**config.mk**
```make
export PLATFORM = sky130hd
export DESIGN_NAME = pcrs_core
export DESIGN_NICKNAME = d
export VERILOG_FILES = /design/src/pcrs_core.v
export VERILOG_INCLUDE_DIRS = /design/src
export SDC_FILE = /design/constraint.sdc
export NUM_CORES = 1
export LEC_CHECK = 0
export BUFFER_PORTS_ARGS = -buffer_cell sky130_fd_sc_hd__buf_2
export CORE_ASPECT_RATIO = 0.6
export CORE_MARGIN = 8
export CORE_UTILIZATION = 35
export CTS_CLUSTER_SIZE = 28
export DETAILED_ROUTE_END_ITERATION = 7
export GPL_TIMING_DRIVEN = 0
export PLACE_DENSITY = 0.5
export SLEW_MARGIN = 20
export SYNTH_ARGS = -nofsm -noshare
export SYNTH_HDL_FRONTEND = slang
export SYNTH_SLANG_ARGS = --single-unit
```
**constraint.sdc**
```tcl
create_clock -name hclk -period 11.55 [get_ports hclk]
set_clock_uncertainty 0.1 [all_clocks]
set_input_delay 2.8875 -clock hclk [delete_from_list [all_inputs] [get_ports hclk]]
set_output_delay 2.8875 -clock hclk [all_outputs]
set_load 0.02 [all_outputs]
```
**src/pcrs_regs.vh**
```
`ifndef PCRS_REGS_VH
`define PCRS_REGS_VH
// ****************************************************
// register byte addresses on the ahb-lite bus
// ****************************************************
`define PCRS_OFS_PCL      8'h00
`define PCRS_OFS_PC_HIGH_HOLDING_LATCH   8'h04
`define PCRS_OFS_PC_UPPER_HOLDING_LATCH   8'h08
`define PCRS_OFS_SP       8'h0c
`define PCRS_OFS_TOP_ENTRY_LOW     8'h10
`define PCRS_OFS_TOP_ENTRY_HIGH     8'h14
`define PCRS_OFS_TOP_ENTRY_UPPER     8'h18
`define PCRS_OFS_CFG      8'h1c
// ****************************************************
// field positions and constants
// ****************************************************
`define PCRS_SP_FULL_BIT  7
`define PCRS_SP_UNF_BIT   6
`define PCRS_PC_RESET     21'h000000
`define PCRS_VEC_HIGH     21'h000008
`define PCRS_VEC_LOW      21'h000018
`define PCRS_PC_STEP      21'h000002
`define PCRS_SP_EMPTY     5'h00
`define PCRS_SP_TOP       5'h1f
`define PCRS_SP_ONE       5'h01
`define PCRS_CFG_RESET    1'b1
`define PCRS_HTRANS_NSEQ  1'b1
`endif

```
**src/pcrs_core.v**
```verilog
// Local design decisions: the AHB-Lite register port and the placing of the registers.
`timescale 1ns/10ps
`default_nettype none
`include "pcrs_regs.vh"
module pcrs_core #(
  parameter MEM_BYTES = 21'h002000   // implemented program memory size
) (
  // clock and reset
  input  wire        hclk,
  input  wire        hresetn,       // asynchronous power-on reset
  input  wire        soft_resetn,   // other device resets, synchronous
  // ahb-lite slave
  input  wire        hsel,
  input  wire [7:0]  haddr,
  input  wire [1:0]  htrans,
  input  wire        hwrite,
  input  wire [2:0]  hsize,
  input  wire [31:0] hwdata,
  input  wire        hready,
  output wire        hreadyout,
  output wire        hresp,
  output reg  [31:0] hrdata,
  // sequencer commands, one-cycle pulses
  input  wire        seq_advance,   // sequential fetch
  input  wire        seq_jump,      // goto, branch, call target
  input  wire [20:0] seq_target,
  input  wire        seq_call,      // call or relative_call_instr push
  input  wire        seq_irq_high,  // acknowledged high interrupt
  input  wire        seq_irq_low,   // acknowledged low interrupt
  input  wire        seq_return,    // return, return_with_literal_instr,
                                    // return_from_interrupt_instr
  input  wire        seq_push,      // explicit push instruction
  input  wire        seq_pop,       // explicit pop instruction
  // program memory fetch
  output reg  [20:0] fetch_addr,    // pc, bit 0 always zero
  input  wire [15:0] mem_rdata,
  output wire [15:0] fetch_data,    // zero outside memory
  // device reset request
  output reg         overflow_reset // one-cycle pulse
);

  // ****************************************************
  // state
  // ****************************************************
  reg [20:0] stack_mem [1:31];           // entry 0 has no storage
  reg [4:0]  return_stack_pointer;
  reg        stack_full_flag;
  reg        stack_underflow_flag;
  reg [7:0]  pc_high_holding_latch;
  reg [4:0]  pc_upper_holding_latch;
  reg        overflow_reset_enable;
  reg        ap_valid;                   // data phase pending
  reg        ap_write;
  reg [7:0]  ap_addr;
  wire [20:0] pc = fetch_addr;
  wire [20:0] top_entry = (return_stack_pointer == `PCRS_SP_EMPTY) ?
                          `PCRS_PC_RESET :
                          stack_mem[return_stack_pointer];
  wire [7:0]  pc_low_byte   = pc[7:0];
  wire [7:0]  pc_high_byte  = pc[15:8];
  wire [4:0]  pc_upper_byte = pc[20:16];

  // beyond memory returns nop
  assign fetch_data = (fetch_addr < MEM_BYTES) ? mem_rdata : 16'h0000;
  assign hreadyout  = 1'b1;              // zero wait states
  assign hresp      = 1'b0;              // always okay

  // ****************************************************
  // bus address phase capture
  // ****************************************************
  wire take = hsel & hready & htrans[1];
  always @(posedge hclk or negedge hresetn) begin
    if (!hresetn) begin
      ap_valid <= 1'b0;
      ap_write <= 1'b0;
      ap_addr  <= 8'h00;
    end else begin
      ap_valid <= take;
      ap_write <= hwrite;
      ap_addr  <= haddr;
    end
  end

  wire wr = ap_valid & ap_write;
  wire rd_now = take & ~hwrite;          // read in address phase
  wire wr_pcl  = wr & (ap_addr == `PCRS_OFS_PCL);
  wire wr_sp   = wr & (ap_addr == `PCRS_OFS_SP);
  wire wr_top_entry_low = wr & (ap_addr == `PCRS_OFS_TOP_ENTRY_LOW);
  wire wr_top_entry_high = wr & (ap_addr == `PCRS_OFS_TOP_ENTRY_HIGH);
  wire wr_top_entry_upper = wr & (ap_addr == `PCRS_OFS_TOP_ENTRY_UPPER);
  wire rd_pcl  = rd_now & (haddr == `PCRS_OFS_PCL);

  // ****************************************************
  // read data, registered
  // ****************************************************
  always @(posedge hclk or negedge hresetn) begin
    if (!hresetn) begin
      hrdata <= 32'h00000000;
    end else if (rd_now) begin
      case (haddr)
        `PCRS_OFS_PCL:    hrdata <= {24'h000000, pc_low_byte};
        `PCRS_OFS_PC_HIGH_HOLDING_LATCH: hrdata <= {24'h000000, pc_high_holding_latch};
        `PCRS_OFS_PC_UPPER_HOLDING_LATCH: hrdata <= {27'h0000000, pc_upper_holding_latch};
        `PCRS_OFS_SP:     hrdata <= {24'h000000, stack_full_flag,
                            stack_underflow_flag, 1'b0,
                            return_stack_pointer};
        `PCRS_OFS_TOP_ENTRY_LOW:   hrdata <= {24'h000000, top_entry[7:0]};
        `PCRS_OFS_TOP_ENTRY_HIGH:   hrdata <= {24'h000000, top_entry[15:8]};
        `PCRS_OFS_TOP_ENTRY_UPPER:   hrdata <= {27'h0000000, top_entry[20:16]};
        `PCRS_OFS_CFG:    hrdata <= {31'h00000000, overflow_reset_enable};
        default:          hrdata <= 32'h00000000;
      endcase
    end
  end

  // ****************************************************
  // stack and pc sequencing
  // ****************************************************
  wire do_push = seq_call | seq_irq_high | seq_irq_low | seq_push;
  wire full_push = do_push & (return_stack_pointer == `PCRS_SP_TOP - 5'h01);
  wire [20:0] ret_addr = seq_push ? pc : pc + `PCRS_PC_STEP;
  wire [4:0]  sp_inc = return_stack_pointer + `PCRS_SP_ONE;
  wire [4:0]  sp_dec = return_stack_pointer - `PCRS_SP_ONE;

  always @(posedge hclk or negedge hresetn) begin
    if (!hresetn) begin
      fetch_addr             <= `PCRS_PC_RESET;
      return_stack_pointer   <= `PCRS_SP_EMPTY;
      stack_full_flag        <= 1'b0;
      stack_underflow_flag   <= 1'b0;
      pc_high_holding_latch  <= 8'h00;
      pc_upper_holding_latch <= 5'h00;
      overflow_reset_enable  <= `PCRS_CFG_RESET;
      overflow_reset         <= 1'b0;
    end else if (!soft_resetn) begin
      // device reset: flags survive, pointer and pc clear
      fetch_addr             <= `PCRS_PC_RESET;
      return_stack_pointer   <= `PCRS_SP_EMPTY;
      overflow_reset         <= 1'b0;
    end else begin
      overflow_reset <= 1'b0;
      // latch upper pc bytes on low byte read
      if (rd_pcl) begin
        pc_high_holding_latch  <= pc_high_byte;
        pc_upper_holding_latch <= pc_upper_byte;
      end
      if (wr & (ap_addr == `PCRS_OFS_PC_HIGH_HOLDING_LATCH))
        pc_high_holding_latch <= hwdata[7:0];
      if (wr & (ap_addr == `PCRS_OFS_PC_UPPER_HOLDING_LATCH))
        pc_upper_holding_latch <= hwdata[4:0];
      if (wr & (ap_addr == `PCRS_OFS_CFG))
        overflow_reset_enable <= hwdata[0];
      // program counter
      if (wr_pcl) begin
        fetch_addr <= {pc_upper_holding_latch, pc_high_holding_latch,
                       hwdata[7:1], 1'b0};
      end else if (seq_irq_high) begin
        fetch_addr <= `PCRS_VEC_HIGH;
      end else if (seq_irq_low) begin
        fetch_addr <= `PCRS_VEC_LOW;
      end else if (seq_jump) begin
        fetch_addr <= {seq_target[20:1], 1'b0};
      end else if (seq_return) begin
        fetch_addr <= {top_entry[20:1], 1'b0};
      end else if (seq_advance) begin
        fetch_addr <= pc + `PCRS_PC_STEP;
      end
      // stack pointer and flags
      if (do_push) begin
        if (return_stack_pointer != `PCRS_SP_TOP) begin
          stack_mem[sp_inc] <= ret_addr;
          return_stack_pointer <= sp_inc;
          if (full_push) begin
            stack_full_flag <= 1'b1;
            if (overflow_reset_enable)
              overflow_reset <= 1'b1;
          end
        end
      end else if (seq_return | seq_pop) begin
        if (return_stack_pointer == `PCRS_SP_EMPTY)
          stack_underflow_flag <= 1'b1;
        else
          return_stack_pointer <= sp_dec;
      end else if (wr_sp) begin
        return_stack_pointer <= hwdata[4:0];
      end
      // flag clears; a set in the same cycle wins
      if (wr_sp && !hwdata[`PCRS_SP_FULL_BIT] && !full_push)
        stack_full_flag <= 1'b0;
      if (wr_sp && !hwdata[`PCRS_SP_UNF_BIT] &&
          !((seq_return | seq_pop) &&
            return_stack_pointer == `PCRS_SP_EMPTY))
        stack_underflow_flag <= 1'b0;
      // top entry writes
      if (return_stack_pointer != `PCRS_SP_EMPTY && !do_push) begin
        if (wr_top_entry_low)
          stack_mem[return_stack_pointer][7:0] <= hwdata[7:0];
        if (wr_top_entry_high)
          stack_mem[return_stack_pointer][15:8] <= hwdata[7:0];
        if (wr_top_entry_upper)
          stack_mem[return_stack_pointer][20:16] <= hwdata[4:0];
      end
    end
  end

  // overflow reset pulse is looped back by the reset controller as
  // soft_resetn; the pointer then clears while the full flag stays
endmodule
`default_nettype wire

```
==> metrics <==
Critical Path RT=11.72 ns; Seq/Total Area, Yosys=69.1%; VDD IR max=0.000110 V; Max-slew headroom=22.2%; critical path buffer and inverter count=8; maximum clock frequency=145 MHz; Detail Route Antenna Nets=0; global-route wire length before repair=158 mm; Synth cell types=69; Final #Nets=2305; met1 GRT Util=37.1%; PostCTS Resize Cnt=0; cell area power density=165 mW/mm^2; Die Width=397 um; TNS Setup=0 ns; DR DRC count=0; worst flop-to-flop path startpoint=return_stack_pointer[1]; most frequent CP cell=buf_2; Endpoint, Worst Hold=hrdata[6]; CTS tree=built; Avg Cell Area, Syn=15.5 um^2; Synth warnings=0; unrepaired setup endpoints after global routing=false; RR Endpoint=stack_mem[14][1]; Ports=168; DR pass1 iterations=6; Hold Path Origin=hrdata[6]; layout cells sized above 1=21.3%; multi-input logic area=0.00892 mm^2; Core Area=0.0859 mm^2; root buffer cell=clkbuf_16; Register-to-Register Path Depth=14; Post-synth EDFFs=651; Max Cap Viol=0; final wirelength=117 mm; DRT iter0 DRCs=2805; gpl congestion=0.985; final setup fails=0; Global Route met2 Usage=28.2%; CP startpoint kind=flip-flop; GRT busiest layer=met1; Pwr Total=5900 uW; cts bufs inserted=68; postcts setup bufs=0; worst reg2reg setup slack=4.64 ns; P&R area growth vs syn=17.4%; Slew @ Worst Pin=1.17 ns; part of the power in combinational logic=12.3%; commonest non-fill, non-tap cell in the layout=edfxtp_1; DIE AREA=0.0971 mm^2; Fin. Hold Viols=0; Internal Power=4320 uW; Clock Sink Count=711; DR vias=20300; largest net degree at the start of global routing=52; post-synthesis async set-or-reset flop share=8.44%; HPWL after DPL=87.2 mm; CP Class=reg -> reg; kind of cell adding the most delay to the critical path=buffers and inverters; synthesized cell area=0.0305 mm^2; Port Buffers=110; minimum clock period=6.91 ns; Clock Tree Buf Depth=3; DR WL/cell=34.3 um; P_leak=0.0117 uW; clock slew at reported path FFs=0.06 ns; Initial Util=35.5%; clk_lat worst skew=0.66 ns; Critical-path top delay cell=nor2_1; sequential power share=48.0%; CP peak stage delay=0.81 ns; H-tree depth=3; sw frac=26.6%; Congestion Overflow GR=0; worst-path cell chain=buf_2 -> buf_2 -> buf_2 -> clkbuf_1 -> inv_1 -> ha_1 -> or4b_1 -> nand4_1 -> nor3_1 -> clkbuf_1 -> buf_2 -> a31oi_2 -> buf_6 -> nor2_1; Rows=83; Main synth FF type=edfxtp_1; number of synthesized register bits=711; most frequent cells in the layout=edfxtp_1 (651), nor2_1 (160), buf_2 (155); vias in the first global route=18800; GRT Total Usage=23.4%; met3 usage=10.1%; crit-path max FO=10; register area=0.0211 mm^2; switching pwr=1570 uW; type of the worst min-delay path=reg -> reg; WHS Path Cells=2; Hold Buf Count CTS=0; status=complete, no violations; Final Max Slew Viols=0; final worst-path cycle share=59.9%; Arrival @ worst endpoint=7.08 ns; clock power share=39.7%; initial antenna violation count=0; Fillers=7773; Setup crit end kind=flip-flop; Die Y=245 um; synthesized instance count=1971; vias per cell=5.95
-- layer usage --
layer / share of wire, % / wire (um) / vias to the layer above
met3: 15 / 17700 / 129
met1: 46 / 53900 / 10600
met5: 0 / 0 / -
met4: 1.9 / 2270 / 0
met2: 37 / 42900 / 1312
li1: - / - / 8214
-- cells by family after synthesis --
logic type | synth area share (%)
XOR/XNOR | 1.21
flip-flops | 69.1
buffers and inverters | 3.02
multiplexers | 11.9
AO/OA/AOI/OAI | 7.46
other | 0.0246
adder cells (fa/ha/maj) | 0.246
AND/OR/NAND/NOR | 7.07
-- synth_stat cells, types with 6 or more instances --
| cell type | instances | area (um^2) |
|---|---|---|
| ha_1 | 6 | 75.1 |
| buf_1 | 9 | 33.8 |
| a22oi_1 | 84 | 631 |
| or4_1 | 8 | 60.1 |
| mux2i_1 | 153 | 1530 |
| buf_4 | 39 | 293 |
| mux2_2 | 8 | 90.1 |
| and2_1 | 26 | 163 |
| o21ai_0 | 46 | 230 |
| nor2b_1 | 12 | 75.1 |
| xnor2_1 | 28 | 245 |
| nand3b_1 | 6 | 45.0 |
| o31ai_1 | 9 | 67.6 |
| clkbuf_1 | 58 | 218 |
| xor2_1 | 14 | 123 |
| a222oi_1 | 9 | 90.1 |
| a221oi_1 | 9 | 78.8 |
| nand3_1 | 43 | 215 |
| o22ai_1 | 10 | 62.6 |
| buf_6 | 7 | 78.8 |
| mux4_2 | 89 | 2000 |
| buf_2 | 44 | 220 |
| nor2_1 | 161 | 604 |
| o21ai_1 | 10 | 50.1 |
| dfrtp_1 | 59 | 1480 |
| edfxtp_1 | 651 | 19500 |
| a31oi_1 | 21 | 131 |
| and3_1 | 13 | 81.3 |
| nand2_1 | 76 | 285 |
| a21oi_1 | 79 | 395 |
| nor4_1 | 15 | 93.8 |
| a211oi_1 | 23 | 173 |
| nand4_1 | 21 | 131 |
| nor3_1 | 31 | 155 |
| o221ai_1 | 6 | 52.6 |
| inv_1 | 15 | 56.3 |
-- registers in the layout, indices dropped and copies added, names as in the netlist --
signal / count
stack_full_flag: 1
fetch_addr: 20
overflow_reset: 1
ap_write: 1
hrdata: 8
pc_high_holding_latch: 8
overflow_reset_enable: 1
ap_valid: 1
stack_mem: 651
stack_underflow_flag: 1
pc_upper_holding_latch: 5
return_stack_pointer: 5
ap_addr: 8
-- power groups by stage --
stage                     Combinational (uW)  Sequential, uW  Clock (uW)
after detailed placement                 697            2890           0
after floorplan                          356            2880           0
after global placement                   667            2890           0
final                                    723            2830        2340
after CTS                                699            2830        2370
after global routing                     739            2830        2460
-- how the worst max path moves through the flow --
stage	start	end	slack, ns	cells past startpoint
floorplan	mem_rdata[0]	fetch_data[0]	5.46	1
global placement	hresetn	stack_mem[25][2]	3.01	6
detailed placement	seq_push	stack_mem[11][10]	4.78	7
CTS	return_stack_pointer[1]	stack_mem[14][4]	4.84	14
global route	return_stack_pointer[1]	stack_mem[14][1]	4.50	14
finish	return_stack_pointer[1]	stack_mem[14][1]	4.64	14
-- per-stage QoR --
step	worst slack, ns	hold WS [ns]	instances	area [um^2]	utilization, %
finish	4.64	0.393	3406	35800	41.7
global route	4.50	0.425	3404	35800	41.7
CTS	4.84	0.397	3404	35800	41.7
detailed placement	4.78	0.385	3280	33500	39.0
global placement	3.01	0.382	3253	32600	37.9
floorplan	5.46	0.363	1996	30600	-
-- worst min-delay path, delay by kind of cell (launching register included) --
family	cells	cell delay, ns
flip-flops	1	0.35
AO/OA/AOI/OAI	1	0.06
AND/OR/NAND/NOR	1	0.06
-- layout make-up --
| class | count | share of cell area [%] |
|---|---|---|
| inverters | 15 | 0.157 |
| well taps | 1147 | 4.01 |
| flip-flops and latches | 711 | 58.8 |
| plain buffers | 159 | 2.42 |
| clock inverters | 45 | 1.57 |
| diodes | 2 | 0.0140 |
| clock buffers | 79 | 4.87 |
| repair buffers | 137 | 3.21 |
| multi-input cells | 1111 | 24.9 |
Note: power is estimated with default switching activity, not from simulation.
